`src/verilog/ebamc_pkg.sv`:
```
// package: constants and types for the external bus access and mode control block
package ebamc_pkg;
   // ------------------------------------------------------------
   // register byte offsets
   // ------------------------------------------------------------
   localparam logic [7:0] ADR_BUS_IF_CTL = 8'h00;
   localparam logic [7:0] ADR_STRETCH = 8'h04;
   localparam logic [7:0] ADR_MODE = 8'h08;
   localparam logic [7:0] ADR_PORT_E = 8'h0c;
   localparam logic [7:0] ADR_STATUS = 8'h10;
   // ------------------------------------------------------------
   // field positions
   // ------------------------------------------------------------
   localparam int BIC_PHASE_CLOCK_STRETCH_ENABLE_BIT = 0;
   localparam int STR_CNT_LSB = 0;
   localparam int MODE_LSB = 0;
   localparam int MODE_VALID_BIT = 3;
   localparam int MODE_DBG_BIT = 4;
   localparam int PE_NMI_EN_BIT = 0;
   localparam int PE_IRQ_EN_BIT = 1;
   localparam int PE_PIN_LSB = 2;
   localparam int PE_PULL_LSB = 4;
   localparam int PE_PIPE_EN_BIT = 6;
   localparam int STS_BUSY_BIT = 0;
   localparam int STS_ERR_BIT = 1;
   // ------------------------------------------------------------
   // reset values and counts
   // ------------------------------------------------------------
   localparam logic RST_PHASE_CLOCK_STRETCH_ENABLE = 1'b1;
   localparam logic [1:0] RST_STRETCH = 2'h3;
   localparam logic [1:0] RST_PULL = 2'h3;
   localparam logic [1:0] SYNC_SETTLE = 2'h3;
   localparam logic [7:0] TICK_DIV_DEF = 8'h0a;
   // ------------------------------------------------------------
   // operating modes, pin order c,b,a
   // ------------------------------------------------------------
   typedef enum logic [2:0] {
      MODE_SPEC_SINGLE = 3'b000,
      MODE_EMU_NARROW = 3'b001,
      MODE_SPEC_TEST = 3'b010,
      MODE_EMU_WIDE = 3'b011,
      MODE_NORM_SINGLE = 3'b100,
      MODE_NORM_NARROW = 3'b101,
      MODE_PERIPHERAL = 3'b110,
      MODE_NORM_WIDE = 3'b111
   } ebamc_mode_e;
   typedef enum logic [1:0] {
      ST_IDLE = 2'b00,
      ST_ADDR = 2'b01,
      ST_DATA = 2'b10
   } ebamc_st_e;
endpackage

```
`src/verilog/ebamc_top.sv`:
```
// external bus access encoding, cycle stretch and mode latch
`timescale 1ns/1ps
// Notes on behaviour
// - byte access: even gives bit0 low strobe high, odd the reverse; rw high reads
// - aligned word at even address drives strobe low and bit0 low
// - word at odd address drives strobe high, bit0 high, halves not swapped
// - strobe high with bit0 high only for internal RAM accesses
// - misaligned word: addressed byte on low half, next byte on high half
// - bus cycles stretch by 0 to 3 bus-clock periods, programmable
// - timer reference tick keeps its rate during stretch
// - cpu held in its state while a cycle is stretched
// - write data stays driven for the whole stretched period
// - read data captured at phase clock fall; partner meets setup before it
// - chip select and read/write valid through the whole stretched high phase
// - address phase is never stretched
// - three mode pins latched at reset release set the operating mode
// - mode bits readable; only restricted mode changes while running; special modes here accept any mode write
// - patterns 000 to 011: special single, emu narrow, special test, emu wide
// - patterns 100,101,111,110: normal single, narrow, wide, peripheral
// - normal modes protect controls; special modes allow wider write access
// - debug in all modes; active at reset only in special single chip
// - port e bit 1: input or maskable interrupt, inhibited at reset, pulled up
// - port e bit 0: input or nonmaskable interrupt, inhibited at reset, pulled up
// - reset sets stretch enable; pipe status pins high impedance during reset
module ebamc_top #(
   parameter logic [7:0] TICK_DIV = ebamc_pkg::TICK_DIV_DEF
) (
   input wire logic CLK_SYS_IN,
   input wire logic ARST_N_IN,
   input wire logic WB_CYC_IN,
   input wire logic WB_STB_IN,
   input wire logic WB_WE_IN,
   input wire logic [7:0] WB_ADR_IN,
   input wire logic [3:0] WB_SEL_IN,
   input wire logic [31:0] WB_DAT_IN,
   output logic [31:0] WB_DAT_OUT,
   output logic WB_ACK_OUT,
   input wire logic CPU_REQ_IN,
   input wire logic [15:0] CPU_ADDR_IN,
   input wire logic CPU_WE_IN,
   input wire logic CPU_WIDE_IN,
   input wire logic CPU_INT_RAM_IN,
   input wire logic [15:0] CPU_WDATA_IN,
   input wire logic [1:0] CPU_PIPE_IN,
   input wire logic DEBUG_CMD_IN,
   output logic CPU_HOLD_OUT,
   output logic CPU_DONE_OUT,
   output logic CPU_ERR_OUT,
   output logic [15:0] CPU_RDATA_OUT,
   output logic [15:0] EXT_ADDR_OUT,
   output logic ADDRESS_BIT_ZERO_OUT,
   output logic LOW_BYTE_STROBE_N_OUT,
   output logic READ_WRITE_OUT,
   output logic CHIP_SELECT_N_OUT,
   output logic BUS_PHASE_CLOCK_OUT,
   output logic [15:0] DATA_OUT,
   output logic DATA_OE_N_OUT,
   input wire logic [15:0] DATA_IN,
   input wire logic MODE_PIN_A_IN,
   input wire logic MODE_PIN_B_IN,
   input wire logic MODE_PIN_C_IN,
   input wire logic IRQ_N_IN,
   input wire logic NONMASKABLE_INTERRUPT_N_IN,
   output logic [1:0] PIPE_STATUS_OUT,
   output logic PIPE_STATUS_OE_N_OUT,
   output logic [1:0] PORT_E_PULLUP_OUT,
   output logic IRQ_REQ_OUT,
   output logic NMI_REQ_OUT,
   output logic MODE_VALID_OUT,
   output logic [2:0] MODE_OUT,
   output logic BACKGROUND_DEBUG_MODE_OUT,
   output logic TIMER_TICK_OUT
);
   // ------------------------------------------------------------
   // helpers
   // ------------------------------------------------------------
   // strobe is low for aligned words and odd bytes
   function automatic logic strobe_n_of(input logic wide, input logic a0);
      strobe_n_of = ~(wide ^ a0);
   endfunction
   // byte lanes: bits 7:0 addressed byte, 15:8 next byte; odd address puts addressed on low
   function automatic logic [15:0] lane_swap(input logic a0, input logic [15:0] v);
      lane_swap = a0 ? v : {v[7:0], v[15:8]};
   endfunction
   function automatic logic is_special(input logic [2:0] m);
      is_special = ~m[2];
   endfunction
   // ------------------------------------------------------------
   // state
   // ------------------------------------------------------------
   typedef struct packed {
      ebamc_pkg::ebamc_st_e st;
      logic [1:0] cnt;
      logic [1:0] lim;
      logic hold;
      logic done;
      logic err;
      logic sticky_err;
      logic [15:0] rdata;
      logic [15:0] addr;
      logic a0;
      logic low_byte_strobe_n_n;
      logic rw;
      logic cs_n;
      logic bus_phase_clock;
      logic [15:0] dout;
      logic doe_n;
      logic int_ram;
      logic phase_clock_stretch_enable;
      logic [1:0] scnt;
      logic [2:0] mode;
      logic mode_valid;
      logic mode_wr_done;
      logic ctl_wr_done;
      logic dbg_act;
      logic nmi_en;
      logic irq_en;
      logic [1:0] pull;
      logic pipe_en;
      logic [1:0] pipe;
      logic pipe_oe_n;
      logic irq_req;
      logic nmi_req;
      logic [2:0] ms1;
      logic [2:0] ms2;
      logic [2:0] ms3;
      logic [1:0] is1;
      logic [1:0] is2;
      logic [1:0] is3;
      logic [1:0] pin;
      logic [1:0] cap_cnt;
      logic ack;
      logic [31:0] wdat;
      logic [7:0] tick_cnt;
      logic tick;
   } ebamc_state_s;

   ebamc_state_s s_ff;
   ebamc_state_s nxt_s;
   logic wb_go;
   logic wb_wr;
   logic [2:0] new_mode;
   logic ctl_ok;

   // ------------------------------------------------------------
   // next state
   // ------------------------------------------------------------
   always_comb
   begin
      nxt_s = s_ff;
      nxt_s.done = 1'b0;
      nxt_s.err = 1'b0;
      nxt_s.ack = 1'b0;
      wb_go = WB_CYC_IN && WB_STB_IN && !s_ff.ack;
      wb_wr = wb_go && WB_WE_IN && WB_SEL_IN[0];
      new_mode = WB_DAT_IN[ebamc_pkg::MODE_LSB +: 3];
      // normal modes allow one write of the bus controls
      ctl_ok = is_special(s_ff.mode) || !s_ff.ctl_wr_done;
      // reference tick free-runs, untouched by the bus machine
      nxt_s.tick = 1'b0;
      if (s_ff.tick_cnt == TICK_DIV - 8'h01)
      begin
         nxt_s.tick_cnt = 8'h00;
         nxt_s.tick = 1'b1;
      end
      else
      begin
         nxt_s.tick_cnt = s_ff.tick_cnt + 8'h01;
      end
      // pin synchronisers
      nxt_s.ms1 = {MODE_PIN_C_IN, MODE_PIN_B_IN, MODE_PIN_A_IN};
      nxt_s.ms2 = s_ff.ms1;
      nxt_s.ms3 = s_ff.ms2;
      nxt_s.is1 = {IRQ_N_IN, NONMASKABLE_INTERRUPT_N_IN};
      nxt_s.is2 = s_ff.is1;
      nxt_s.is3 = s_ff.is2;
      if (s_ff.is2 == s_ff.is3)
      begin
         nxt_s.pin = s_ff.is3;
      end
      // mode latch once the synchronised pins have settled after release
      if (!s_ff.mode_valid)
      begin
         if (s_ff.cap_cnt != ebamc_pkg::SYNC_SETTLE)
         begin
            nxt_s.cap_cnt = s_ff.cap_cnt + 2'h1;
         end
         else if (s_ff.ms2 == s_ff.ms3)
         begin
            nxt_s.mode = s_ff.ms3;
            nxt_s.mode_valid = 1'b1;
            // decoding of the eight patterns lives in ebamc_mode_e
            // a debug command taken before the latch must not be lost
            nxt_s.dbg_act = s_ff.dbg_act ||
               (s_ff.ms3 == ebamc_pkg::MODE_SPEC_SINGLE);
         end
      end
      if (DEBUG_CMD_IN)
      begin
         nxt_s.dbg_act = 1'b1;
      end
      // interrupt inputs stay plain inputs until enabled
      nxt_s.irq_req = s_ff.irq_en && !s_ff.pin[1];
      nxt_s.nmi_req = s_ff.nmi_en && !s_ff.pin[0];
      // pipe status stays undriven until the mode is known
      nxt_s.pipe = CPU_PIPE_IN;
      nxt_s.pipe_oe_n = !(s_ff.mode_valid && s_ff.pipe_en);
      // register bus
      if (wb_go)
      begin
         nxt_s.ack = 1'b1;
         nxt_s.wdat = 32'h0000_0000;
         unique case (WB_ADR_IN)
            ebamc_pkg::ADR_BUS_IF_CTL:
               nxt_s.wdat[ebamc_pkg::BIC_PHASE_CLOCK_STRETCH_ENABLE_BIT] = s_ff.phase_clock_stretch_enable;
            ebamc_pkg::ADR_STRETCH:
               nxt_s.wdat[ebamc_pkg::STR_CNT_LSB +: 2] = s_ff.scnt;
            ebamc_pkg::ADR_MODE:
            begin
               nxt_s.wdat[ebamc_pkg::MODE_LSB +: 3] = s_ff.mode;
               nxt_s.wdat[ebamc_pkg::MODE_VALID_BIT] = s_ff.mode_valid;
               nxt_s.wdat[ebamc_pkg::MODE_DBG_BIT] = s_ff.dbg_act;
            end
            ebamc_pkg::ADR_PORT_E:
            begin
               nxt_s.wdat[ebamc_pkg::PE_NMI_EN_BIT] = s_ff.nmi_en;
               nxt_s.wdat[ebamc_pkg::PE_IRQ_EN_BIT] = s_ff.irq_en;
               nxt_s.wdat[ebamc_pkg::PE_PIN_LSB +: 2] = s_ff.pin;
               nxt_s.wdat[ebamc_pkg::PE_PULL_LSB +: 2] = s_ff.pull;
               nxt_s.wdat[ebamc_pkg::PE_PIPE_EN_BIT] = s_ff.pipe_en;
            end
            ebamc_pkg::ADR_STATUS:
            begin
               nxt_s.wdat[ebamc_pkg::STS_BUSY_BIT] = (s_ff.st != ebamc_pkg::ST_IDLE);
               nxt_s.wdat[ebamc_pkg::STS_ERR_BIT] = s_ff.sticky_err;
            end
            default:
               nxt_s.wdat = 32'h0000_0000;
         endcase
      end
      if (wb_wr)
      begin
         unique case (WB_ADR_IN)
            ebamc_pkg::ADR_BUS_IF_CTL:
               if (ctl_ok)
               begin
                  nxt_s.phase_clock_stretch_enable = WB_DAT_IN[ebamc_pkg::BIC_PHASE_CLOCK_STRETCH_ENABLE_BIT];
                  nxt_s.ctl_wr_done = 1'b1;
               end
            ebamc_pkg::ADR_STRETCH:
               if (ctl_ok)
               begin
                  nxt_s.scnt = WB_DAT_IN[ebamc_pkg::STR_CNT_LSB +: 2];
                  nxt_s.ctl_wr_done = 1'b1;
               end
            ebamc_pkg::ADR_MODE:
               // normal modes: one write, staying in a normal, non-peripheral mode
               if (s_ff.mode_valid && (is_special(s_ff.mode) || (!s_ff.mode_wr_done &&
                   new_mode[2] && new_mode != ebamc_pkg::MODE_PERIPHERAL)))
               begin
                  nxt_s.mode = new_mode;
                  nxt_s.mode_wr_done = 1'b1;
               end
            ebamc_pkg::ADR_PORT_E:
            begin
               nxt_s.nmi_en = WB_DAT_IN[ebamc_pkg::PE_NMI_EN_BIT];
               nxt_s.irq_en = WB_DAT_IN[ebamc_pkg::PE_IRQ_EN_BIT];
               nxt_s.pull = WB_DAT_IN[ebamc_pkg::PE_PULL_LSB +: 2];
               nxt_s.pipe_en = WB_DAT_IN[ebamc_pkg::PE_PIPE_EN_BIT];
            end
            ebamc_pkg::ADR_STATUS:
               nxt_s.sticky_err = 1'b0;
            default:
               nxt_s.sticky_err = s_ff.sticky_err;
         endcase
      end
      // external bus machine
      unique case (s_ff.st)
         ebamc_pkg::ST_IDLE:
            if (CPU_REQ_IN && s_ff.mode_valid)
            begin
               // single chip modes have no bus; misaligned words exist only for internal ram
               if (s_ff.mode == ebamc_pkg::MODE_SPEC_SINGLE ||
                   s_ff.mode == ebamc_pkg::MODE_NORM_SINGLE ||
                   (CPU_WIDE_IN && CPU_ADDR_IN[0] && !CPU_INT_RAM_IN))
               begin
                  nxt_s.done = 1'b1;
                  nxt_s.err = 1'b1;
                  nxt_s.sticky_err = 1'b1;
               end
               else
               begin
                  nxt_s.st = ebamc_pkg::ST_ADDR;
                  nxt_s.addr = CPU_ADDR_IN;
                  nxt_s.a0 = CPU_ADDR_IN[0];
                  nxt_s.low_byte_strobe_n_n = strobe_n_of(CPU_WIDE_IN,
                     CPU_ADDR_IN[0]);
                  nxt_s.rw = !CPU_WE_IN;
                  nxt_s.int_ram = CPU_INT_RAM_IN;
                  nxt_s.cs_n = 1'b0;
                  nxt_s.dout = lane_swap(CPU_ADDR_IN[0], CPU_WDATA_IN);
                  nxt_s.lim = s_ff.phase_clock_stretch_enable ? s_ff.scnt : 2'h0;
               end
            end
         ebamc_pkg::ST_ADDR:
         begin
            // address phase is always exactly one period
            nxt_s.st = ebamc_pkg::ST_DATA;
            nxt_s.bus_phase_clock = 1'b1;
            nxt_s.cnt = 2'h0;
            nxt_s.doe_n = s_ff.rw;
            nxt_s.hold = (s_ff.lim != 2'h0);
         end
         ebamc_pkg::ST_DATA:
            if (s_ff.cnt == s_ff.lim)
            begin
               // falling edge of the phase clock: capture read data and end the cycle
               nxt_s.st = ebamc_pkg::ST_IDLE;
               nxt_s.bus_phase_clock = 1'b0;
               nxt_s.cs_n = 1'b1;
               nxt_s.doe_n = 1'b1;
               nxt_s.done = 1'b1;
               if (s_ff.rw)
               begin
                  nxt_s.rdata = lane_swap(s_ff.a0, DATA_IN);
               end
            end
            else
            begin
               // stretch: phase clock stays high, cpu held until the last period
               nxt_s.cnt = s_ff.cnt + 2'h1;
               nxt_s.hold = (s_ff.cnt + 2'h1 != s_ff.lim);
            end
         default:
            nxt_s.st = ebamc_pkg::ST_IDLE;
      endcase
   end

   // ------------------------------------------------------------
   // registers
   // ------------------------------------------------------------
   always_ff @(posedge CLK_SYS_IN or negedge ARST_N_IN)
   begin
      if (!ARST_N_IN)
      begin
         s_ff <= '0;
         s_ff.st <= ebamc_pkg::ST_IDLE;
         s_ff.low_byte_strobe_n_n <= 1'b1;
         s_ff.rw <= 1'b1;
         s_ff.cs_n <= 1'b1;
         s_ff.doe_n <= 1'b1;
         s_ff.phase_clock_stretch_enable <= ebamc_pkg::RST_PHASE_CLOCK_STRETCH_ENABLE;
         s_ff.scnt <= ebamc_pkg::RST_STRETCH;
         s_ff.pull <= ebamc_pkg::RST_PULL;
         s_ff.pipe_oe_n <= 1'b1;
         s_ff.ms1 <= 3'h7;
         s_ff.ms2 <= 3'h7;
         s_ff.ms3 <= 3'h7;
         s_ff.is1 <= 2'h3;
         s_ff.is2 <= 2'h3;
         s_ff.is3 <= 2'h3;
         s_ff.pin <= 2'h3;
      end
      else
      begin
         s_ff <= nxt_s;
      end
   end

   // ------------------------------------------------------------
   // outputs
   // ------------------------------------------------------------
   assign WB_DAT_OUT = s_ff.wdat;
   assign WB_ACK_OUT = s_ff.ack;
   assign CPU_HOLD_OUT = s_ff.hold;
   assign CPU_DONE_OUT = s_ff.done;
   assign CPU_ERR_OUT = s_ff.err;
   assign CPU_RDATA_OUT = s_ff.rdata;
   assign EXT_ADDR_OUT = s_ff.addr;
   assign ADDRESS_BIT_ZERO_OUT = s_ff.a0;
   assign LOW_BYTE_STROBE_N_OUT = s_ff.low_byte_strobe_n_n;
   assign READ_WRITE_OUT = s_ff.rw;
   assign CHIP_SELECT_N_OUT = s_ff.cs_n;
   assign BUS_PHASE_CLOCK_OUT = s_ff.bus_phase_clock;
   assign DATA_OUT = s_ff.dout;
   assign DATA_OE_N_OUT = s_ff.doe_n;
   assign PIPE_STATUS_OUT = s_ff.pipe;
   assign PIPE_STATUS_OE_N_OUT = s_ff.pipe_oe_n;
   assign PORT_E_PULLUP_OUT = s_ff.pull;
   assign IRQ_REQ_OUT = s_ff.irq_req;
   assign NMI_REQ_OUT = s_ff.nmi_req;
   assign MODE_VALID_OUT = s_ff.mode_valid;
   assign MODE_OUT = s_ff.mode;
   assign BACKGROUND_DEBUG_MODE_OUT = s_ff.dbg_act;
   assign TIMER_TICK_OUT = s_ff.tick;
endmodule

```
`config.mk`:
```
export PLATFORM = sky130hd
export DESIGN_NAME = ebamc_top
export DESIGN_NICKNAME = d
export VERILOG_FILES = /design/src/verilog/ebamc_pkg.sv /design/src/verilog/ebamc_top.sv
export SDC_FILE = /design/constraint.sdc
export NUM_CORES = 1
export LEC_CHECK = 0
export ABC_AREA = 1
export ABC_CLOCK_PERIOD_IN_PS = 3800
export BUFFER_PORTS_ARGS = -buffer_cell sky130_fd_sc_hd__buf_2
export CAP_MARGIN = 20
export CORE_MARGIN = 2
export CORE_UTILIZATION = 55
export CTS_BUF_LIST = sky130_fd_sc_hd__clkbuf_8
export CTS_CLUSTER_DIAMETER = 50
export DETAILED_ROUTE_END_ITERATION = 6
export HOLD_SLACK_MARGIN = 0.02
export PLACE_DENSITY = 0.85
export SLEW_MARGIN = 20
export SYNTH_ARGS = -nofsm -noshare
export SYNTH_HDL_FRONTEND = slang
export SYNTH_SLANG_ARGS = --single-unit
```
`constraint.sdc`:
```
create_clock -name CLK_SYS_IN -period 3.8 [get_ports CLK_SYS_IN]
set_input_delay 0.19 -clock CLK_SYS_IN [delete_from_list [all_inputs] [get_ports CLK_SYS_IN]]
set_output_delay 0.19 -clock CLK_SYS_IN [all_outputs]
set_load 0.01 [all_outputs]
```
# Word-level counts from Yosys, hierarchy flattened
# Cells that the tools add are included.
# word_totals
register_bits,120
output_inout_bits,103
elab_cells,162
# op_classes
n_addsub,3
n_eq_ne,20
n_mux,42
n_bitwise,5
reduce_logical,49
# op_table
cell,n
33-bit 2-to-1 mux,1
16-bit 2-to-1 mux,2
8-bit by 4-bit equality test with 1-bit output (second input constant),3
3-bit AND reduction,8
2-bit 2-to-1 mux,8
3-bit 2-to-1 mux,5
2-bit != test (second input constant),7
1-bit logical AND,13
1-bit 2-to-1 mux,12
4-bit 2-to-1 mux,3
1-bit case mux with 2 select lines,5
2-bit nonzero test,5
8-bit by 1-bit adder with 8-bit output (second input constant),1
8-bit by 3-bit equality test with 1-bit output (second input constant),1
8-bit by 5-bit equality test with 1-bit output (second input constant),1
1-bit zero test,8
8-bit zero test,1
8-bit 2-to-1 mux,1
2-bit AND reduction,4
3-bit zero test,2
2-bit case mux with 3 select lines,1
3-bit case mux with 2 select lines,1
1-bit logical OR,5
1-bit case mux with 5 select lines,1
15 further kinds,20

# Depth between registers and ports, before layout
# logic_depth
ltp_word,8
ltp_mapped,9
depth_no_buf,9

# Worst setup path before layout
# OpenSTA, ideal clock, no wires.
# synth_timing
kind,register to register
from,register s_ff[52] (netlist bit)
to,"register s_ff, in the netlist MODE_OUT[0]"
arrival_time_ns,1.221
t_required_ns,3.687
setup_slack_ns,2.466
path_stages_with_launch,10
path_cell_list,dfstp_2 -> inv_1 -> nand2_1 -> nand2_1 -> nor2_1 -> nand3_1 -> nand2_1 -> nand3_1 -> nand2_1 -> inv_1
# synth_rtl
element,line_no,text
start: declaration,ebamc_top.sv:138,ebamc_state_s s_ff;
start signal: assignment,ebamc_top.sv:366,s_ff <= nxt_s;

# Worst setup path in the final report
# layout_timing
from,"register s_ff, in the netlist MODE_VALID_OUT"
to,"register s_ff, in the netlist DATA_OUT[2]"
# layout_between
elab_chain_cells,2
# layout_lines
element,line_no,text
1-bit logical AND,ebamc_top.sv:280,if (CPU_REQ_IN && s_ff.mode_valid)
3-bit AND reduction (no line),-,
# Every way passes these cells.
# A chain may end at the register's enable or synchronous reset.

==> impl_metrics.py <==
metrics = {
    "pwr": {
        "p_seq_share_pct": 42.6,
        "total_power_mw": 4.41,
        "power_density_mw_per_mm2": 632,
        "power_frac_comb_pct": 30.6,
        "p_leak_nw": 3.61,
        "p_switching_mw": 1.55,
        "vdd_drop_max_v": 0.000402,
        "p_clk_share_pct": 26.8,
        "p_int_mw": 2.86,
        "swShare_pct": 35.2,
    },
    "job": {
        "cap_violations": 0,
    },
    "placed_design": {
        "dp_hpwl_um": 8100,
        "io_buffers": 157,
        "gp_congestion": 0.820,
        "post_dp_cell_area_sq_mm": 0.00613,
    },
    "timing": {
        "tns_ps": 0,
        "max_freq_mhz": 390,
        "period_share_pct": 67.5,
        "finalSetupViolCount": 0,
        "report.final.slew_viol_count": 0,
        "finClkSkew_ps": 13.3,
        "min_period_ps": 2560,
        "rsz0062_at_grt": "no",
        "relSlewSlack_pct": 45.7,
        "fin_hold_ws_ps": 43.3,
        "hold_viol_final": 0,
        "worst_pin_slew_ps": 815,
    },
    "clock_tree": {
        "cts_buffers": 17,
        "holdBufCountCts": 43,
        "numClockSinks": 119,
        "tritoncts": "yes",
        "cts_max_path_buffers": 2,
        "cts_setup_buffers": 0,
        "cts.htree.levels": 4,
        "cts_resized": 0,
        "clk_pin_slew_worst_paths_ps": 70,
        "clk_latency_ps": 420,
        "cts_root_buf": "clkbuf_8",
    },
    "floorplan": {
        "die_y_um": 107,
        "coreArea_sq_mm": 0.0103,
        "ios": 212,
        "die_area_sq_mm": 0.0114,
        "start_util_pct": 56.4,
        "rows": 37,
        "dieWidth_um": 107,
    },
    "detailed_routing": {
        "finalWirelength_um": 12100,
        "drt_iter0_drc": 223,
        "avgRoutedWirePerCell_um": 12.6,
        "antenna_left": 0,
        "dr.pass1.iters": 4,
        "vias_per_cell": 4.74,
        "routed-via-count": 4546,
        "post-route-drc-count": 0,
    },
    "final_layout": {
        "fin_area_sq_mm": 0.00697,
        "layout_common_cells": "191 x nand2_1, 156 x buf_2, 92 x dfrtp_1",
        "drive_gt1_share_pct": 28.8,
        "fin_nets": 924,
        "syn_to_final_growth_pct": 20.2,
        "final_common_cell": "nand2_1",
        "antenna_cells": 0,
    },
    "synthesis": {
        "synth_top_family_by_area": "simple AND/OR/NAND/NOR gates",
        "synth-simple-area-share_pct": 21.3,
        "synth_seq_cells": 119,
        "synth_compound_gate_area_share_pct": 7.96,
        "synth_edf_count": 0,
        "synthDistinctLibCells": 37,
        "yosys.area.top_type": "dfrtp_1",
        "avgSynthCellArea_sq_um": 8.68,
        "yosysTopAreaCellShare_pct": 39.7,
        "syn-instance-count": 668,
        "synth.area.mux_share_pct": 0.194,
        "yosys.area_share.adder_pct": 0.863,
        "synthTopCellsByArea": "dfrtp_1 40%, nand2_1 12%, dfstp_2 12%, buf_4 12%, nor2_1 4.1%",
        "synth-xor-area-share_pct": 1.34,
        "synth_seq_area_share_pct": 51.9,
        "synthFlopType": "dfrtp_1",
        "syn_area_sq_mm": 0.00580,
        "async_reset_ff_share_pct": 100,
        "yosysWarnings": 0,
    },
    "global_route": {
        "grt_pass1_wl_um": 20000,
        "grt_antenna_before_repair": 0,
        "grt_pass1_vias": 4418,
        "grt_max_degree": 61,
        "gr-total-overflow": 0,
        "grt_usage_pct": 22.4,
    },
    "status": {
        "outcome": "complete, no violations",
    },
    "min_path": {
        "hold_path.class": "in -> reg",
    },
    "setup_path": {
        "slowest_delay_ps": 610,
        "path_cells": "nand4_2, nor2_4, buf_4, nor2_1, a31oi_1, dlygate4sd3_1",
        "critPathBufInv": 2,
        "cp_max_fo": 31,
        "setup.worst_path.class": "reg -> reg",
        "cp_top_family": "buffers and inverters",
        "required_ps": 4160,
        "cp-end-kind": "register",
        "cp_slowest_cell": "nor2_4",
        "cp_data_arrival_time_ps": 2930,
        "crit_path_start_kind": "register",
    },
}
[synthesized netlist by cell type (3+ instances only)]
cell	number
dfstp_2	27
clkbuf_1	5
inv_2	4
nand2_1	191
clkinv_1	3
xor2_1	6
inv_1	48
a31oi_1	19
nand4_1	6
nor2_2	4
buf_4	91
dfrtp_1	92
o21ai_1	4
nor2_1	63
o21a_1	8
nand2_2	3
o31ai_1	3
a21oi_1	6
buf_2	4
nand3_1	20
ha_1	4
o21ai_0	39
[state kept, by name, indices dropped and copies added, names as in the netlist, 2 cells and up]
register           cells
s_ff                  32
CPU_RDATA_OUT         16
DATA_OUT              16
EXT_ADDR_OUT          16
nxt_s                 10
WB_DAT_OUT             7
MODE_OUT               3
PIPE_STATUS_OUT        2
PORT_E_PULLUP_OUT      2
[power groups by stage]
stage	Clock, mW	Sequential [mW]	Combinational (mW)
final	1.18	1.88	1.35
after CTS	1.20	1.88	1.35
after floorplan	0	1.84	1.19
after global routing	1.27	1.93	1.51
after global placement	0	1.88	1.24
after detailed placement	0	1.89	1.28
[kinds of logic after synthesis]
kind of cell | after synthesis
simple gates | 297
compound gates | 81
other cells | 1
xor+xnor | 8
mux | 1
fa+ha+maj | 4
flops | 119
buf+inv | 157
[final timing paths]
kind | startpoint | endpoint | slack, ps | cells past startpoint
min in group asynchronous | ARST_N_IN | s_ff[1] | 390 | 2
worst min-delay path | CPU_WIDE_IN | LOW_BYTE_STROBE_N_OUT | 40 | 3
max in group asynchronous | ARST_N_IN | LOW_BYTE_STROBE_N_OUT | 2570 | 3
worst max-delay path | MODE_VALID_OUT | DATA_OUT[2] | 1240 | 6
worst max register to register | MODE_VALID_OUT | DATA_OUT[2] | 1240 | 6
worst min register to register | nxt_s[56] | nxt_s[53] | 360 | 0
[worst reg2reg max path: cells and delay by family, from the launching register on]
| family | cells | cell delay [ps] |
|---|---|---|
| AO/OA/AOI/OAI | 1 | 140 |
| buffers and inverters | 2 | 950 |
| flip-flops | 1 | 570 |
| AND/OR/NAND/NOR | 3 | 870 |
[layer usage]
metal | track usage [%] | part of all wire (%) | vias up
met5 | 0 | 0 | -
met1 | 26.9 | 42 | 2102
met4 | 8.53 | 1.9 | 0
met3 | 5.23 | 5.2 | 19
li1 | - | - | 2293
met2 | 38.9 | 51 | 132
[final cells by class]
cell class / instances / area, sq um
sequential: 119 / 3010
fill: 803 / 3310
multi-input combinational: 416 / 1930
tap: 136 / 170
inverter: 55 / 206
clock buffer: 17 / 234
clock inverter: 15 / 174
timing repair buffer: 202 / 1250
[stage by stage]
stage	utilization, %	instances	worst slack (ps)
2_1_floorplan	-	692	2470
3_5_place_dp	59.7	885	1560
5_1_grt	67.8	960	1110
6_report	67.8	960	1240
4_1_cts	67.8	960	1300
3_3_place_gp	59.7	885	1540
(Power assumes the default switching activity.)
